`config.mk`:
```
export PLATFORM = sky130hd
export DESIGN_NAME = rcp_core
export DESIGN_NICKNAME = d
export VERILOG_FILES = /design/src/logic/rcp_core.v
export VERILOG_INCLUDE_DIRS = /design/src /design/src/logic
export SDC_FILE = /design/constraint.sdc
export NUM_CORES = 2
export LEC_CHECK = 0
export BUFFER_PORTS_ARGS = -buffer_cell sky130_fd_sc_hd__clkbuf_2
export CORE_MARGIN = 1.5
export CORE_UTILIZATION = 39
export CTS_CLUSTER_DIAMETER = 50
export DETAILED_ROUTE_END_ITERATION = 8
export PLACE_DENSITY = 0.56
export SYNTH_ARGS = -nofsm -noshare
export SYNTH_HDL_FRONTEND = slang
export SYNTH_SLANG_ARGS = --single-unit
```
`constraint.sdc`:
```
create_clock -name clk -period 23.2 [get_ports clk]
set_input_delay 4.64 -clock clk [delete_from_list [all_inputs] [get_ports clk]]
set_output_delay 4.64 -clock clk [all_outputs]
set_load 0.01 [all_outputs]
```
`src/logic/rcp_defs.vh`:
```
// Summary of operation
// - every instruction is one 12-bit word
// - one cycle; jumps, calls, returns, taken skips two; counter writes three, word reads four
// - three overlapped stages: fetch, decode, execute
// - full pipeline retires one instruction per clock
// - counter changes flush and refill the pipeline
// - config word bit 11 low: divide by one
// - accumulator: second operand, literals, destination
// - selected bank file registers: first operand, destination
// - status register mapped with testable flags
// - mapped counter low byte gives computed branches
// - indirect alias operates on pointed register
// - program word read from mode and accumulator
// - eight-level 12-bit return stack
// - bank instruction loads pointer bits 4 to 6
// - pointer bit 7 selects bank group
// - bit set, clear and skip on either
// - watchdog reset: flags 00 halted, 01 active
// - external reset: flags 10 halted, else kept
// - decoder holds byte, bit, literal/control groups
// - direct, indirect, semidirect, immediate, program modes
// - jump: nine target bits plus page bits
// - call: push, eight bits, bit eight clear
// - push shifts down, deepest entry lost
// - return pops, deepest entry duplicated
`ifndef RCP_DEFS_VH
`define RCP_DEFS_VH
// ********************************************************
// reset values
// ********************************************************
`define RCP_LOC_RST    12'hFFF
`define RCP_STATUS_POR 8'h18
`define RCP_PTR_POR    8'h80
`define RCP_MODE_RST   8'h1F
`define RCP_OPT_RST    8'hFF
// ********************************************************
// status bits and data space addresses
// ********************************************************
`define RCP_ST_C       0
`define RCP_ST_DC      1
`define RCP_ST_Z       2
`define RCP_ST_TP      4:3
`define RCP_ST_LOW     2:0
`define RCP_ST_PAGE    7:5
`define RCP_A_ALIAS    8'h00
`define RCP_A_LOC      8'h02
`define RCP_A_STATUS   8'h03
`define RCP_A_PTR      8'h04
// ********************************************************
// instruction and pointer fields
// ********************************************************
`define RCP_F_REG      4:0
`define RCP_F_BANKED   4
`define RCP_F_LOW      3:0
`define RCP_F_DST      5
`define RCP_F_BIT      7:5
`define RCP_F_LIT      7:0
`define RCP_F_GOTO     8:0
`define RCP_F_SEL      2:0
`define RCP_P_HI       7:4
`define RCP_P_BANK     6:4
`define RCP_P_TOP      7
`define RCP_W_LO       7:0
`define RCP_W_HI       11:8
`define RCP_L_HI       11:8
`define RCP_L_PAGE     11:9
`define RCP_STK_DEPTH  8
// ********************************************************
// register port map
// ********************************************************
`define RCP_R_CTRL     4'h0
`define RCP_R_CFG      4'h1
`define RCP_R_LOCL     4'h2
`define RCP_R_LOCH     4'h3
`define RCP_R_WREG     4'h4
`define RCP_R_STAT     4'h5
`define RCP_R_PTR      4'h6
`define RCP_R_OPT      4'h7
`define RCP_C_RUN      0
`define RCP_C_WDOG     1
`define RCP_C_EXT      2
`define RCP_C_HALT     3
`define RCP_CFG_BITS   3:0
`define RCP_CFG_DIV    3
`define RCP_DIV_LAST   2'h3
`endif

```
`src/logic/rcp_core.v`:
```
// The address-and-strobe port and the placing of the registers were chosen for this implementation.
`timescale 1ns/10ps
`default_nettype none
`include "rcp_defs.vh"
module rcp_core (
    input  wire        clk,
    input  wire        srst,
    output wire [11:0] progAddr,
    input  wire [11:0] progData,
    input  wire [3:0]  regAddr,
    input  wire [7:0]  regWrData,
    input  wire        regWr,
    input  wire        regRd,
    output wire [7:0]  regRdData,
    output wire        retire,
    output wire        halted
);

// ********************************************************
// state
// ********************************************************
reg  [11:0] progAddr_q;
reg         fetchVld_q;
reg         wordPend_q;
reg  [11:0] resume_q;
reg  [11:0] decIr_q;
reg  [11:0] decLoc_q;
reg         decVld_q;
reg  [11:0] exIr_q;
reg  [11:0] exLoc_q;
reg         exVld_q;
reg         retire_q;
reg         halted_q;
reg  [7:0]  wreg_q;
reg  [7:0]  status_q;
reg  [7:0]  status_d;
reg  [7:0]  ptr_q;
reg  [7:0]  mode_q;
reg  [7:0]  option_q;
reg  [7:0]  mem_q [0:255];
reg  [11:0] stack_q [0:`RCP_STK_DEPTH-1];
reg         run_q;
reg  [3:0]  cfgHi_q;
reg  [1:0]  div_q;
reg  [7:0]  rdData_q;
reg  [7:0]  rdVal;
integer     i;

// ********************************************************
// stepping and soft reset events
// ********************************************************
wire wdogEv = regWr && (regAddr == `RCP_R_CTRL) && regWrData[`RCP_C_WDOG];
wire extEv  = regWr && (regAddr == `RCP_R_CTRL) && regWrData[`RCP_C_EXT];
// divide by one unless config word bit 11 is set, then every 4th clock
wire step   = run_q && (!cfgHi_q[`RCP_CFG_DIV] ||
                        (div_q == `RCP_DIV_LAST));
wire exOn   = exVld_q && step;

// ********************************************************
// execute stage: operand fetch and alu
// ********************************************************
wire [4:0]  fld     = exIr_q[`RCP_F_REG];
wire [7:0]  lit     = exIr_q[`RCP_F_LIT];
wire [11:0] locNext = exLoc_q + 12'h001;
reg  [7:0]  opAddr;
reg  [7:0]  opVal;
// alias with zero field uses the pointer; banked field is semidirect
always @* begin
    if (fld == 5'h00)
        opAddr = ptr_q;
    else if (fld[`RCP_F_BANKED])
        opAddr = {ptr_q[`RCP_P_HI], fld[`RCP_F_LOW]};
    else
        opAddr = {4'h0, fld[`RCP_F_LOW]};
end

// mapped specials sit in front of the flop array
always @* begin
    case (opAddr)
        `RCP_A_ALIAS:  opVal = 8'h00;  // alias pointing at itself
        `RCP_A_LOC:    opVal = locNext[`RCP_W_LO];
        `RCP_A_STATUS: opVal = status_q;
        `RCP_A_PTR:    opVal = ptr_q;
        default:       opVal = mem_q[opAddr];
    endcase
end

wire [8:0] addSum  = {1'b0, opVal} + {1'b0, wreg_q};
wire [8:0] subDif  = {1'b0, opVal} - {1'b0, wreg_q};
wire [4:0] addLo   = {1'b0, opVal[3:0]} + {1'b0, wreg_q[3:0]};
wire [7:0] bitMask = 8'h01 << exIr_q[`RCP_F_BIT];
wire [7:0] incVal  = opVal + 8'h01;
wire [7:0] decVal  = opVal - 8'h01;

reg [7:0] res;
reg       dst, wrF, wrW, updZ, updC, updDc, newC, newDc, skip;
reg       wordRd, sleep, clrWd, pageWr, bankWr, modeWr, modeLit, optWr;
// one decoder for all three instruction groups
always @* begin
    res = opVal; dst = 1'b0; wrF = 1'b0; wrW = 1'b0;
    updZ = 1'b0; updC = 1'b0; updDc = 1'b0;
    newC = status_q[`RCP_ST_C]; newDc = status_q[`RCP_ST_DC];
    skip = 1'b0; wordRd = 1'b0; sleep = 1'b0; clrWd = 1'b0;
    pageWr = 1'b0; bankWr = 1'b0; modeWr = 1'b0; modeLit = 1'b0;
    optWr = 1'b0;
    casez (exIr_q)
        12'b0000_0000_0010: optWr = 1'b1;
        12'b0000_0000_0011: sleep = 1'b1;
        12'b0000_0000_0100: clrWd = 1'b1;
        12'b0000_0001_0???: pageWr = 1'b1;
        12'b0000_0001_1???: bankWr = 1'b1;
        12'b0000_0100_0000: begin
            res = 8'h00; wrW = 1'b1; updZ = 1'b1;
        end
        12'b0000_0100_0001: wordRd = 1'b1;
        12'b0000_0100_0010: begin res = mode_q; wrW = 1'b1; end
        12'b0000_0100_0011: modeWr = 1'b1;
        12'b0000_0101_????: modeLit = 1'b1;
        12'b0000_001?_????: begin res = wreg_q; wrF = 1'b1; end
        12'b0000_011?_????: begin res = 8'h00; wrF = 1'b1; updZ = 1'b1; end
        12'b0000_10??_????: begin
            res = subDif[7:0]; dst = 1'b1; updZ = 1'b1;
            updC = 1'b1; newC = ~subDif[8];
            updDc = 1'b1; newDc = (opVal[3:0] >= wreg_q[3:0]);
        end
        12'b0000_11??_????: begin res = decVal; dst = 1'b1; updZ = 1'b1; end
        12'b0001_00??_????: begin
            res = opVal | wreg_q; dst = 1'b1; updZ = 1'b1;
        end
        12'b0001_01??_????: begin
            res = opVal & wreg_q; dst = 1'b1; updZ = 1'b1;
        end
        12'b0001_10??_????: begin
            res = opVal ^ wreg_q; dst = 1'b1; updZ = 1'b1;
        end
        12'b0001_11??_????: begin
            res = addSum[7:0]; dst = 1'b1; updZ = 1'b1;
            updC = 1'b1; newC = addSum[8];
            updDc = 1'b1; newDc = addLo[4];
        end
        12'b0010_00??_????: begin dst = 1'b1; updZ = 1'b1; end
        12'b0010_01??_????: begin res = ~opVal; dst = 1'b1; updZ = 1'b1; end
        12'b0010_10??_????: begin res = incVal; dst = 1'b1; updZ = 1'b1; end
        12'b0010_11??_????: begin
            res = decVal; dst = 1'b1; skip = (decVal == 8'h00);
        end
        12'b0011_00??_????: begin
            res = {status_q[`RCP_ST_C], opVal[7:1]}; dst = 1'b1;
            updC = 1'b1; newC = opVal[0];
        end
        12'b0011_01??_????: begin
            res = {opVal[6:0], status_q[`RCP_ST_C]}; dst = 1'b1;
            updC = 1'b1; newC = opVal[7];
        end
        12'b0011_10??_????: begin
            res = {opVal[3:0], opVal[7:4]}; dst = 1'b1;
        end
        12'b0011_11??_????: begin
            res = incVal; dst = 1'b1; skip = (incVal == 8'h00);
        end
        12'b0100_????_????: begin res = opVal & ~bitMask; wrF = 1'b1; end
        12'b0101_????_????: begin res = opVal | bitMask; wrF = 1'b1; end
        12'b0110_????_????: skip = ((opVal & bitMask) == 8'h00);
        12'b0111_????_????: skip = ((opVal & bitMask) != 8'h00);
        12'b1000_????_????: begin res = lit; wrW = 1'b1; end
        12'b1100_????_????: begin res = lit; wrW = 1'b1; end
        12'b1101_????_????: begin
            res = lit | wreg_q; wrW = 1'b1; updZ = 1'b1;
        end
        12'b1110_????_????: begin
            res = lit & wreg_q; wrW = 1'b1; updZ = 1'b1;
        end
        12'b1111_????_????: begin
            res = lit ^ wreg_q; wrW = 1'b1; updZ = 1'b1;
        end
        default: ;  // jumps, calls and returns act in decode
    endcase
    if (dst) begin
        wrF = exIr_q[`RCP_F_DST];
        wrW = ~exIr_q[`RCP_F_DST];
    end
end

wire locWr  = wrF && (opAddr == `RCP_A_LOC);
wire memWr  = wrF && (opAddr != `RCP_A_ALIAS) && (opAddr != `RCP_A_LOC) &&
              (opAddr != `RCP_A_STATUS) && (opAddr != `RCP_A_PTR);
// writing the low byte clears bit 8 and pulls in the page bits
wire [11:0] newLoc = {status_q[`RCP_ST_PAGE], 1'b0, res};
wire skipDec = exOn && skip;
wire exFlush = exOn && (locWr || wordRd || sleep);

// ********************************************************
// decode stage: jumps, calls and returns
// ********************************************************
wire decOn  = decVld_q && step && !skipDec && !exFlush;
wire isGoto = (decIr_q[11:9] == 3'b101);
wire isCall = (decIr_q[11:8] == 4'b1001);
wire isRetw = (decIr_q[11:8] == 4'b1000);
wire isRet  = (decIr_q[11:2] == 10'b0000_0000_11);
wire isRetp = (decIr_q == 12'h00D);
wire isPop  = isRet || isRetw;
wire redirect = decOn && (isGoto || isCall || isPop);
reg  [11:0] target;
// page bits come from the forwarded status so a page set just ahead counts
always @* begin
    if (isGoto)
        target = {status_d[`RCP_ST_PAGE], decIr_q[`RCP_F_GOTO]};
    else if (isCall)
        target = {status_d[`RCP_ST_PAGE], 1'b0, decIr_q[`RCP_F_LIT]};
    else
        target = stack_q[0];
end

// ********************************************************
// status next value
// ********************************************************
always @* begin
    status_d = status_q;
    if (exOn) begin
        if (wrF && (opAddr == `RCP_A_STATUS))
            status_d = {res[`RCP_ST_PAGE], status_q[`RCP_ST_TP],
                        res[`RCP_ST_LOW]};
        if (updZ)
            status_d[`RCP_ST_Z] = (res == 8'h00);
        if (updC)
            status_d[`RCP_ST_C] = newC;
        if (updDc)
            status_d[`RCP_ST_DC] = newDc;
        if (pageWr)
            status_d[`RCP_ST_PAGE] = exIr_q[`RCP_F_SEL];
        if (sleep)
            status_d[`RCP_ST_TP] = 2'b10;
        if (clrWd)
            status_d[`RCP_ST_TP] = 2'b11;
    end
    if (decOn && isRetp)
        status_d[`RCP_ST_PAGE] = stack_q[0][`RCP_L_PAGE];
end

// ********************************************************
// pipeline sequencing
// ********************************************************
// fetch presents progAddr; memory answers in the same cycle
always @(posedge clk) begin
    if (srst || wdogEv || extEv) begin
        progAddr_q <= `RCP_LOC_RST;
        fetchVld_q <= 1'b1;
        decVld_q   <= 1'b0;
        exVld_q    <= 1'b0;
        wordPend_q <= 1'b0;
        halted_q   <= 1'b0;
        retire_q   <= 1'b0;
    end else begin
        retire_q <= exOn;
        if (step) begin
            decIr_q  <= progData;
            decLoc_q <= progAddr_q;
            exIr_q   <= decIr_q;
            exLoc_q  <= decLoc_q;
            exVld_q  <= decVld_q && !skipDec && !exFlush;
            if (exOn && sleep) begin
                halted_q   <= 1'b1;
                fetchVld_q <= 1'b0;
                decVld_q   <= 1'b0;
            end else if (exOn && wordRd) begin
                // borrow the fetch port for one cycle, then resume
                progAddr_q <= {mode_q[`RCP_F_LOW], wreg_q};
                fetchVld_q <= 1'b0;
                decVld_q   <= 1'b0;
                wordPend_q <= 1'b1;
                resume_q   <= locNext;
            end else if (exOn && locWr) begin
                progAddr_q <= newLoc;
                fetchVld_q <= 1'b1;
                decVld_q   <= 1'b0;
            end else if (wordPend_q) begin
                progAddr_q <= resume_q;
                fetchVld_q <= 1'b1;
                decVld_q   <= 1'b0;
                wordPend_q <= 1'b0;
            end else if (redirect) begin
                progAddr_q <= target;
                fetchVld_q <= 1'b1;
                decVld_q   <= 1'b0;
            end else if (!halted_q) begin
                progAddr_q <= progAddr_q + 12'h001;
                decVld_q   <= fetchVld_q;
                fetchVld_q <= 1'b1;
            end else begin
                decVld_q <= 1'b0;
            end
        end
    end
end

// ********************************************************
// accumulator, pointer, status and mode registers
// ********************************************************
// a watchdog event beats an external one written in the same cycle
wire [1:0] tpSoft = wdogEv ? (halted_q ? 2'b00 : 2'b01) :
                    (halted_q ? 2'b10 : status_q[`RCP_ST_TP]);
always @(posedge clk) begin
    if (srst) begin
        status_q <= `RCP_STATUS_POR;
        ptr_q    <= `RCP_PTR_POR;
        mode_q   <= `RCP_MODE_RST;
        option_q <= `RCP_OPT_RST;
        wreg_q   <= 8'h00;
    end else if (wdogEv || extEv) begin
        status_q <= {3'b000, tpSoft, status_q[`RCP_ST_LOW]};
        ptr_q[`RCP_P_TOP] <= 1'b1;
        mode_q   <= `RCP_MODE_RST;
        option_q <= `RCP_OPT_RST;
    end else begin
        status_q <= status_d;
        if (wordPend_q && step) begin
            wreg_q <= progData[`RCP_W_LO];
            mode_q <= {4'h0, progData[`RCP_W_HI]};
        end
        if (exOn) begin
            if (wrW)
                wreg_q <= res;
            if (wrF && (opAddr == `RCP_A_PTR))
                ptr_q <= res;
            if (bankWr)
                ptr_q[`RCP_P_BANK] <= exIr_q[`RCP_F_SEL];
            if (modeWr)
                mode_q <= wreg_q;
            if (modeLit)
                mode_q <= {4'h0, exIr_q[`RCP_F_LOW]};
            if (optWr)
                option_q <= wreg_q;
        end
    end
end

// file array holds data across soft resets, so it has no reset
always @(posedge clk) begin
    if (exOn && memWr)
        mem_q[opAddr] <= res;
end

// ********************************************************
// return stack
// ********************************************************
always @(posedge clk) begin
    if (decOn && isCall) begin
        for (i = `RCP_STK_DEPTH - 1; i > 0; i = i - 1)
            stack_q[i] <= stack_q[i-1];
        stack_q[0] <= decLoc_q + 12'h001;
    end else if (decOn && isPop) begin
        for (i = 0; i < `RCP_STK_DEPTH - 1; i = i + 1)
            stack_q[i] <= stack_q[i+1];
    end
end

// ********************************************************
// register port
// ********************************************************
always @* begin
    rdVal = 8'h00;
    case (regAddr)
        `RCP_R_CTRL: begin
            rdVal[`RCP_C_RUN]  = run_q;
            rdVal[`RCP_C_HALT] = halted_q;
        end
        `RCP_R_CFG:  rdVal = {4'h0, cfgHi_q};
        `RCP_R_LOCL: rdVal = progAddr_q[`RCP_W_LO];
        `RCP_R_LOCH: rdVal = {4'h0, progAddr_q[`RCP_L_HI]};
        `RCP_R_WREG: rdVal = wreg_q;
        `RCP_R_STAT: rdVal = status_q;
        `RCP_R_PTR:  rdVal = ptr_q;
        `RCP_R_OPT:  rdVal = option_q;
        default:     rdVal = 8'h00;
    endcase
end

// read data stands only in the cycle after the strobe
always @(posedge clk) begin
    if (srst) begin
        run_q    <= 1'b1;
        cfgHi_q  <= 4'h0;
        div_q    <= 2'h0;
        rdData_q <= 8'h00;
    end else begin
        div_q    <= div_q + 2'h1;
        rdData_q <= regRd ? rdVal : 8'h00;
        if (regWr && (regAddr == `RCP_R_CTRL))
            run_q <= regWrData[`RCP_C_RUN];
        if (regWr && (regAddr == `RCP_R_CFG))
            cfgHi_q <= regWrData[`RCP_CFG_BITS];
    end
end

assign progAddr  = progAddr_q;
assign regRdData = rdData_q;
assign retire    = retire_q;
assign halted    = halted_q;

endmodule // rcp_core
`default_nettype wire

```
Word-level counts from Yosys, hierarchy flattened
Memories as Yosys holds them, arrays and structs flattened.
Index checks and enable logic that the tools add are counted.
{"block": "totals", "input_bits": 28, "mem_bits_rw": 2144, "memories": 2, "output_inout_bits": 22, "regBits": 133, "wordCells": 290}
{"block": "classes", "magnitude_cmp": 1, "eq_ne": 60, "shifts": 1, "add_sub_neg": 9, "bitwise_logic": 24, "muxes": 84, "reduce_logical": 82}
{"memory": "mem_q", "words": 256, "word_bits": 8, "rd": 1, "rd_ports_with_merged_regs": 0, "write_ports": 1, "line": "rcp_core.v:40", "source": "reg [7:0] mem_q [0:255];"}
{"memory": "stack_q", "words": 8, "word_bits": 12, "rd": 8, "rd_ports_with_merged_regs": 0, "write_ports": 8, "line": "rcp_core.v:41", "source": "reg [11:0] stack_q [0:`RCP_STK_DEPTH-1];"}
{"op": "$mux W12", "count": 14}
{"op": "$pmux W8 S20", "count": 1}
{"op": "$mux W8", "count": 11}
{"op": "$eq A12 B7 Y1 const B", "count": 4}
{"op": "$eq A6 B4 Y1 const B", "count": 8}
{"op": "$mux W1", "count": 41}
{"op": "$logic_not A8 Y1", "count": 5}
{"op": "$add A12 B1 Y12 const B", "count": 3}
{"op": "$and A8 B8 Y8", "count": 4}
{"op": "$eq A4 B3 Y1 const B", "count": 8}
{"op": "$pmux W8 S4", "count": 1}
{"op": "$logic_and A1 B1 Y1", "count": 29}
{"op": "$eq A4 B4 Y1 const B", "count": 7}
{"op": "$reduce_or A14 Y1", "count": 2}
{"op": "$eq A12 B2 Y1 const B", "count": 2}
{"op": "$eq A6 B3 Y1 const B", "count": 4}
{"op": "$or A8 B8 Y8", "count": 3}
{"op": "$pmux W4 S5", "count": 1}
{"op": "$eq A9 B2 Y1 const B", "count": 2}
{"op": "$reduce_and A3 Y1", "count": 6}
{"op": "$eq A8 B2 Y1 const B", "count": 2}
{"op": "$eq A8 B3 Y1 const B", "count": 2}
{"op": "$ne A8 B2 Y1 const B", "count": 2}
{"op": "$not A8 Y8", "count": 2}
{"op": "other kinds (48)", "count": 97}

Logic depth before layout (Yosys ltp)
{"block": "depth", "ltp_word": 19, "ltp_mapped": 35, "mapped_depth_nobuf": 28}

Least setup slack after synthesis
Ideal clock, no wire load.
{"block": "synth_timing", "path_kind": "reg-to-reg", "start": "register exIr_q[2]", "end": "register progAddr_q[9], in the netlist progAddr[9]", "synth_period_minus_slack_ps": 14356, "arrival_time_ps": 14277, "stages_incl_launch_ff": 34, "setup_time_ps": 78, "setup_slack_ps": 8844, "n_path_buf": 8, "t_required_ps": 23122, "cell_sequence": "edfxtp_1 > buf_2 > or3_1 > buf_2 > o21ai_4 > buf_6 > buf_6 > buf_4 > buf_4 > buf_2 > mux2i_1 > a32oi_1 > a31oi_1 > o41ai_1 > a31oi_1 > clkbuf_1 > inv_1 > ha_1 > nor2b_1 > o21a_1 > o21bai_1 > a21oi_1 > o21ai_0 > nand2_1 > o2111ai_1 > a2111oi_0 > o21a_1 > o221ai_1 > nor4_1 > a32oi_1 > o22ai_1 > o311ai_1 > o211ai_1 > a32oi_1"}
{"block": "synth_between", "elab_cells_between_ends": 61, "classes_between": "add/sub (4); eq/ne (8); mux (17); bitwise (8); reduce/logical (23); memory (1)"}
{"element": "from (decl)", "line": "rcp_core.v:29", "source": "reg [11:0] exIr_q;"}
{"element": "from (signal assigned)", "line": "rcp_core.v:258", "source": "exIr_q <= decIr_q;"}
{"element": "$logic_not A5 Y1 / $mux W8 (equally long branches)", "line": "rcp_core.v:69, rcp_core.v:71"}
{"element": "$mux W8", "line": "rcp_core.v:69", "source": "if (fld == 5'h00)"}
{"element": "$mem_v2 Z256 W8, or another cell as far along"}
{"element": "$pmux W8 S4", "line": "rcp_core.v:79", "source": "case (opAddr)"}
{"element": "$add A8 B1 Y8, or another cell as far along", "line": "rcp_core.v:92", "source": "wire [7:0] incVal = opVal + 8'h01;"}
{"element": "$pmux W8 S20 *", "line": "rcp_core.v:106", "source": "casez (exIr_q)"}
{"element": "via res[5]", "line": "rcp_core.v:95", "source": "reg [7:0] res;"}
{"element": "$mux W8 *", "line": "rcp_core.v:220", "source": "if (wrF && (opAddr == `RCP_A_STATUS))"}
{"element": "$mux W3 *", "line": "rcp_core.v:229", "source": "if (pageWr)"}
{"element": "$mux W8 *", "line": "rcp_core.v:219", "source": "if (exOn) begin"}
{"element": "$mux W3 *", "line": "rcp_core.v:236", "source": "if (decOn && isRetp)"}
{"element": "$mux W12", "line": "rcp_core.v:208", "source": "else if (isCall)"}
{"element": "$mux W12 *", "line": "rcp_core.v:206", "source": "if (isGoto)"}
{"element": "$mux W12 *", "line": "rcp_core.v:281", "source": "end else if (redirect) begin"}
{"element": "$mux W12 *", "line": "rcp_core.v:276", "source": "end else if (wordPend_q) begin"}
{"element": "$mux W12 *", "line": "rcp_core.v:272", "source": "end else if (exOn && locWr) begin"}
{"element": "$mux W12 *", "line": "rcp_core.v:265", "source": "end else if (exOn && wordRd) begin"}
{"element": "to (signal assigned)", "line": "rcp_core.v:273", "source": "progAddr_q <= newLoc;"}
{"element": "to (signal assigned)", "line": "rcp_core.v:277", "source": "progAddr_q <= resume_q;"}
{"element": "to (signal assigned)", "line": "rcp_core.v:282", "source": "progAddr_q <= target;"}
{"element": "to (decl)", "line": "rcp_core.v:22", "source": "reg [11:0] progAddr_q;"}
Mark *: on every way through the listed nets, which the timed path passes. The rest lies on a longest branch. The select of a mux whose other input is x is not followed.
A chain may end at the register's enable or synchronous reset.

Final worst setup path
{"block": "layout_timing", "start": "register exIr_q[2]", "end": "memory mem_q[92][6] (data pin)"}
{"block": "layout_between", "elab_chain_len": 6, "elab_cells_between_ends": 23, "classes_between": "add/sub (4); eq/ne (5); mux (4); bitwise (6); reduce/logical (3); memory (1)"}
{"element": "$logic_not A5 Y1 / $mux W8 (equally long branches)", "line": "rcp_core.v:69, rcp_core.v:71"}
{"element": "$mux W8", "line": "rcp_core.v:69"}
{"element": "$mem_v2 Z256 W8, or another cell as far along"}
{"element": "$pmux W8 S4", "line": "rcp_core.v:79"}
{"element": "$add A8 B1 Y8, or another cell as far along", "line": "rcp_core.v:92"}
{"element": "$pmux W8 S20 *", "line": "rcp_core.v:106"}
{"element": "via res[6]", "line": "rcp_core.v:95"}
{"element": "to (decl)", "line": "rcp_core.v:40"}
Mark *: on every way through the listed nets, which the timed path passes. The rest lies on a longest branch.

==> flow_summary.json <==
{
  "grt_max_degree": 212,
  "ant_nets": 0,
  "hold_class": "reg2reg",
  "max_stage_delay_ns": 0.90,
  "placed_cells": 9474,
  "remaining_drc_errors": 0,
  "drive_gt1_frac": 0.115,
  "netlist_instances": 6520,
  "antenna_found_initial": 10,
  "synth_top_area_cell": "edfxtp_1",
  "irDropWorstVdd_mv": 0.0754,
  "cts_buffers": 279,
  "pin_count": 50,
  "synth_edf_count": 2204,
  "power_density_nw_per_um2": 94.6,
  "fin_crit_sh": 0.572,
  "ys_seq_area_frac": 0.713,
  "holdPathEnd": "div_q[0]",
  "nets": 6625,
  "post-synth-top-count-cell": "edfxtp_1",
  "crit_arrival_ns": 13.86,
  "tns_ns": 0,
  "ctsResizeCount": 0,
  "netlist_top_cells_area": "edfxtp_1, mux2i_1, nand2_1, a32oi_1, dfxtp_1",
  "num_rows": 180,
  "worstMarginPinSlew_ns": 1.36,
  "die_area_um2": 246000,
  "hpwl_um": 185000,
  "synth_cell_types": 101,
  "finClkSkew_ns": 0.0723,
  "netlist_area_um2": 94900,
  "root_buffer": "clkbuf_16",
  "wire_per_inst_um": 31.3,
  "required_ns": 23.78,
  "regArea_um2": 67600,
  "clk_latency_ns": 0.95,
  "yosysWarningCount": 0,
  "setup_viol_count_final": 0,
  "track_usage": 0.248,
  "first_pass_iters": 9,
  "r2r_slack_ns": 9.92,
  "status": "finished clean",
  "hold_ws_ns": 0.430,
  "fin_crit_ns": 13.28,
  "htreeDepth": 5,
  "cpMaxStageDelayCell": "a2111oi_0",
  "max-cap-violations": 0,
  "num_vias": 61130,
  "drv_slew": 0,
  "area_delta_synth_final_pct": 13.3,
  "synth_top_area_frac": 0.698,
  "ys_seq_elements": 2277,
  "clk_pin_slew_ns": 0.06,
  "max_freq_mhz": 75.3,
  "avgViaCountPerCell": 6.15,
  "initial_core_util": 0.393,
  "clkSinkCount": 2277,
  "grt_pass1_vias": 58724,
  "routed_wl_um": 312000,
  "grt_setup_unrepaired": "false",
  "grt_overflow": 0,
  "cts_buffer_depth": 4,
  "pre_cts_ws_ns": 10.16,
  "drt_iter0_markers": 7596,
  "layout_setup_ws_ns": 9.92,
  "whs_path_depth": 1,
  "cts_tree": "yes",
  "crit_fanout": 87,
  "die_h_um": 496,
  "multi_input_area_um2": 25400,
  "cts_setup_buffers": 0,
  "instances_no_fill": 9942,
  "min_from": "div_q[0]",
  "end_kind": "flip-flop",
  "timing.rr.start": "exIr_q[2]",
  "maxSlewHeadroom": 0.0674,
  "io_buffers": 45,
  "grt_pass1_wl_um": 440000,
  "start_kind": "flip-flop",
  "worst-setup-path-type": "reg2reg",
  "hold_viol_final": 0,
  "die_x_um": 496,
  "power_leakage_nw": 35.2,
  "synthFlopType": "edfxtp_1",
  "nFillCells": 21158,
  "cts_hold_buf": 0,
  "synthTopCellsByCount": "edfxtp_1, nand2_1, mux2i_1",
  "r2r_end": "mem_q[92][6]",
  "coreArea_um2": 241000,
  "synth_area_per_cell_um2": 14.6,
  "crit_top_cell": "buf_4",
  "routabilityCongestion": 0.896,
  "async_flop_share": 0,
  "reg2reg_depth": 29
}
## layout by cell type (no fill, tap or decap), drive strengths merged, types with 27 or more instances in the layout
| cell | instances |
|---|---|
| a311oi | 31 |
| a22oi | 28 |
| mux2i | 475 |
| o211ai | 80 |
| o21ai | 90 |
| nor2b | 125 |
| dfxtp | 73 |
| a221oi | 125 |
| a211oi | 27 |
| clkbuf | 383 |
| edfxtp | 2204 |
| nor2 | 379 |
| a22o | 45 |
| a21oi | 103 |
| xnor2 | 39 |
| conb | 32 |
| clkinv | 85 |
| a2111oi | 149 |
| nand3 | 204 |
| nand4 | 39 |
| buf | 174 |
| o22ai | 92 |
| mux2 | 67 |
| nand2 | 837 |
| a32oi | 188 |
| o211a | 88 |
| a31oi | 60 |
| nor3 | 35 |
| inv | 67 |
## how the worst max path moves through the flow
stage,slack [ns],to,from
after floorplan,8.84,progAddr[9],exIr_q[2]
after global placement,10.20,mem_q[88][6],exIr_q[2]
after detailed placement,10.16,mem_q[92][6],exIr_q[2]
after CTS,10.11,mem_q[92][6],exIr_q[2]
after global routing,9.48,mem_q[80][6],exIr_q[2]
final,9.92,mem_q[92][6],exIr_q[2]
## per-stage QoR
| stage | util | total power [mW] | cell area, µm² |
|---|---|---|---|
| floorplan | - | 5.71 | 95000 |
| detailed placement | 0.410 | 6.10 | 98900 |
| global placement | 0.410 | 6.08 | 98900 |
| CTS | 0.446 | 10.2 | 108000 |
| finish | 0.446 | 10.2 | 108000 |
| global route | 0.446 | 10.4 | 108000 |
## cells by family (layout without fill, tap and decap cells)
group	count (synthesis)	in the layout	share of synthesized area
flip-flops	2277	2277	0.713
AND/OR/NAND/NOR	1738	1738	0.0806
AO/OA/AOI/OAI	1343	1343	0.113
multiplexers	550	550	0.0600
buffers and inverters	535	740	0.0249
XOR/XNOR	49	49	0.00452
adder cells (fa/ha/maj)	27	27	0.00372
other	1	33	0.0000395
## where the power goes
part	internal [mW]	total (mW)	switching, mW
combinational	0.219	1.09	0.876
clock	2.46	4.14	1.68
sequential	4.90	4.94	0.0400
total	7.58	10.2	2.60
## final cells by class
type | count | share of cell area
sequential | 2277 | 0.629
multi-input combinational | 3739 | 0.236
inverter | 54 | 0.00200
antenna | 1 | 0.0000233
clock inverter | 129 | 0.0110
tap | 3185 | 0.0371
clock buffer | 338 | 0.0688
timing repair buffer | 219 | 0.0159
## metal layers
| metal | vias up | global-route usage | part of all wire |
|---|---|---|---|
| met1 | 31510 | 0.349 | 0.42 |
| met3 | 576 | 0.0537 | 0.096 |
| met4 | 2 | 0.0952 | 0.039 |
| met2 | 3161 | 0.376 | 0.45 |
| li1 | 25881 | - | - |
| met5 | - | 0 | 0.000058 |
## critical path: cells and delay by family (launching register included)
family                     cells  cell delay (ns)
and+or+nand+nor                6             1.68
DFF                            1             0.35
adders and majority gates      1             0.49
buffers and inverters          7             4.35
AOI/OAI and AO/OA             15             5.40
## sequential cells by signal (all words and copies together) (netlist names), 2 cells and up
name       count
cfgHi_q        4
decIr_q       12
decLoc_q      12
div_q          2
exIr_q        12
exLoc_q       12
mem_q       2048
mode_q         8
option_q       8
progAddr      12
ptr_q          8
regRdData      8
resume_q      12
stack_q       96
status_q       8
wreg_q         8
No activity file was read; power rests on OpenSTA's default activity.
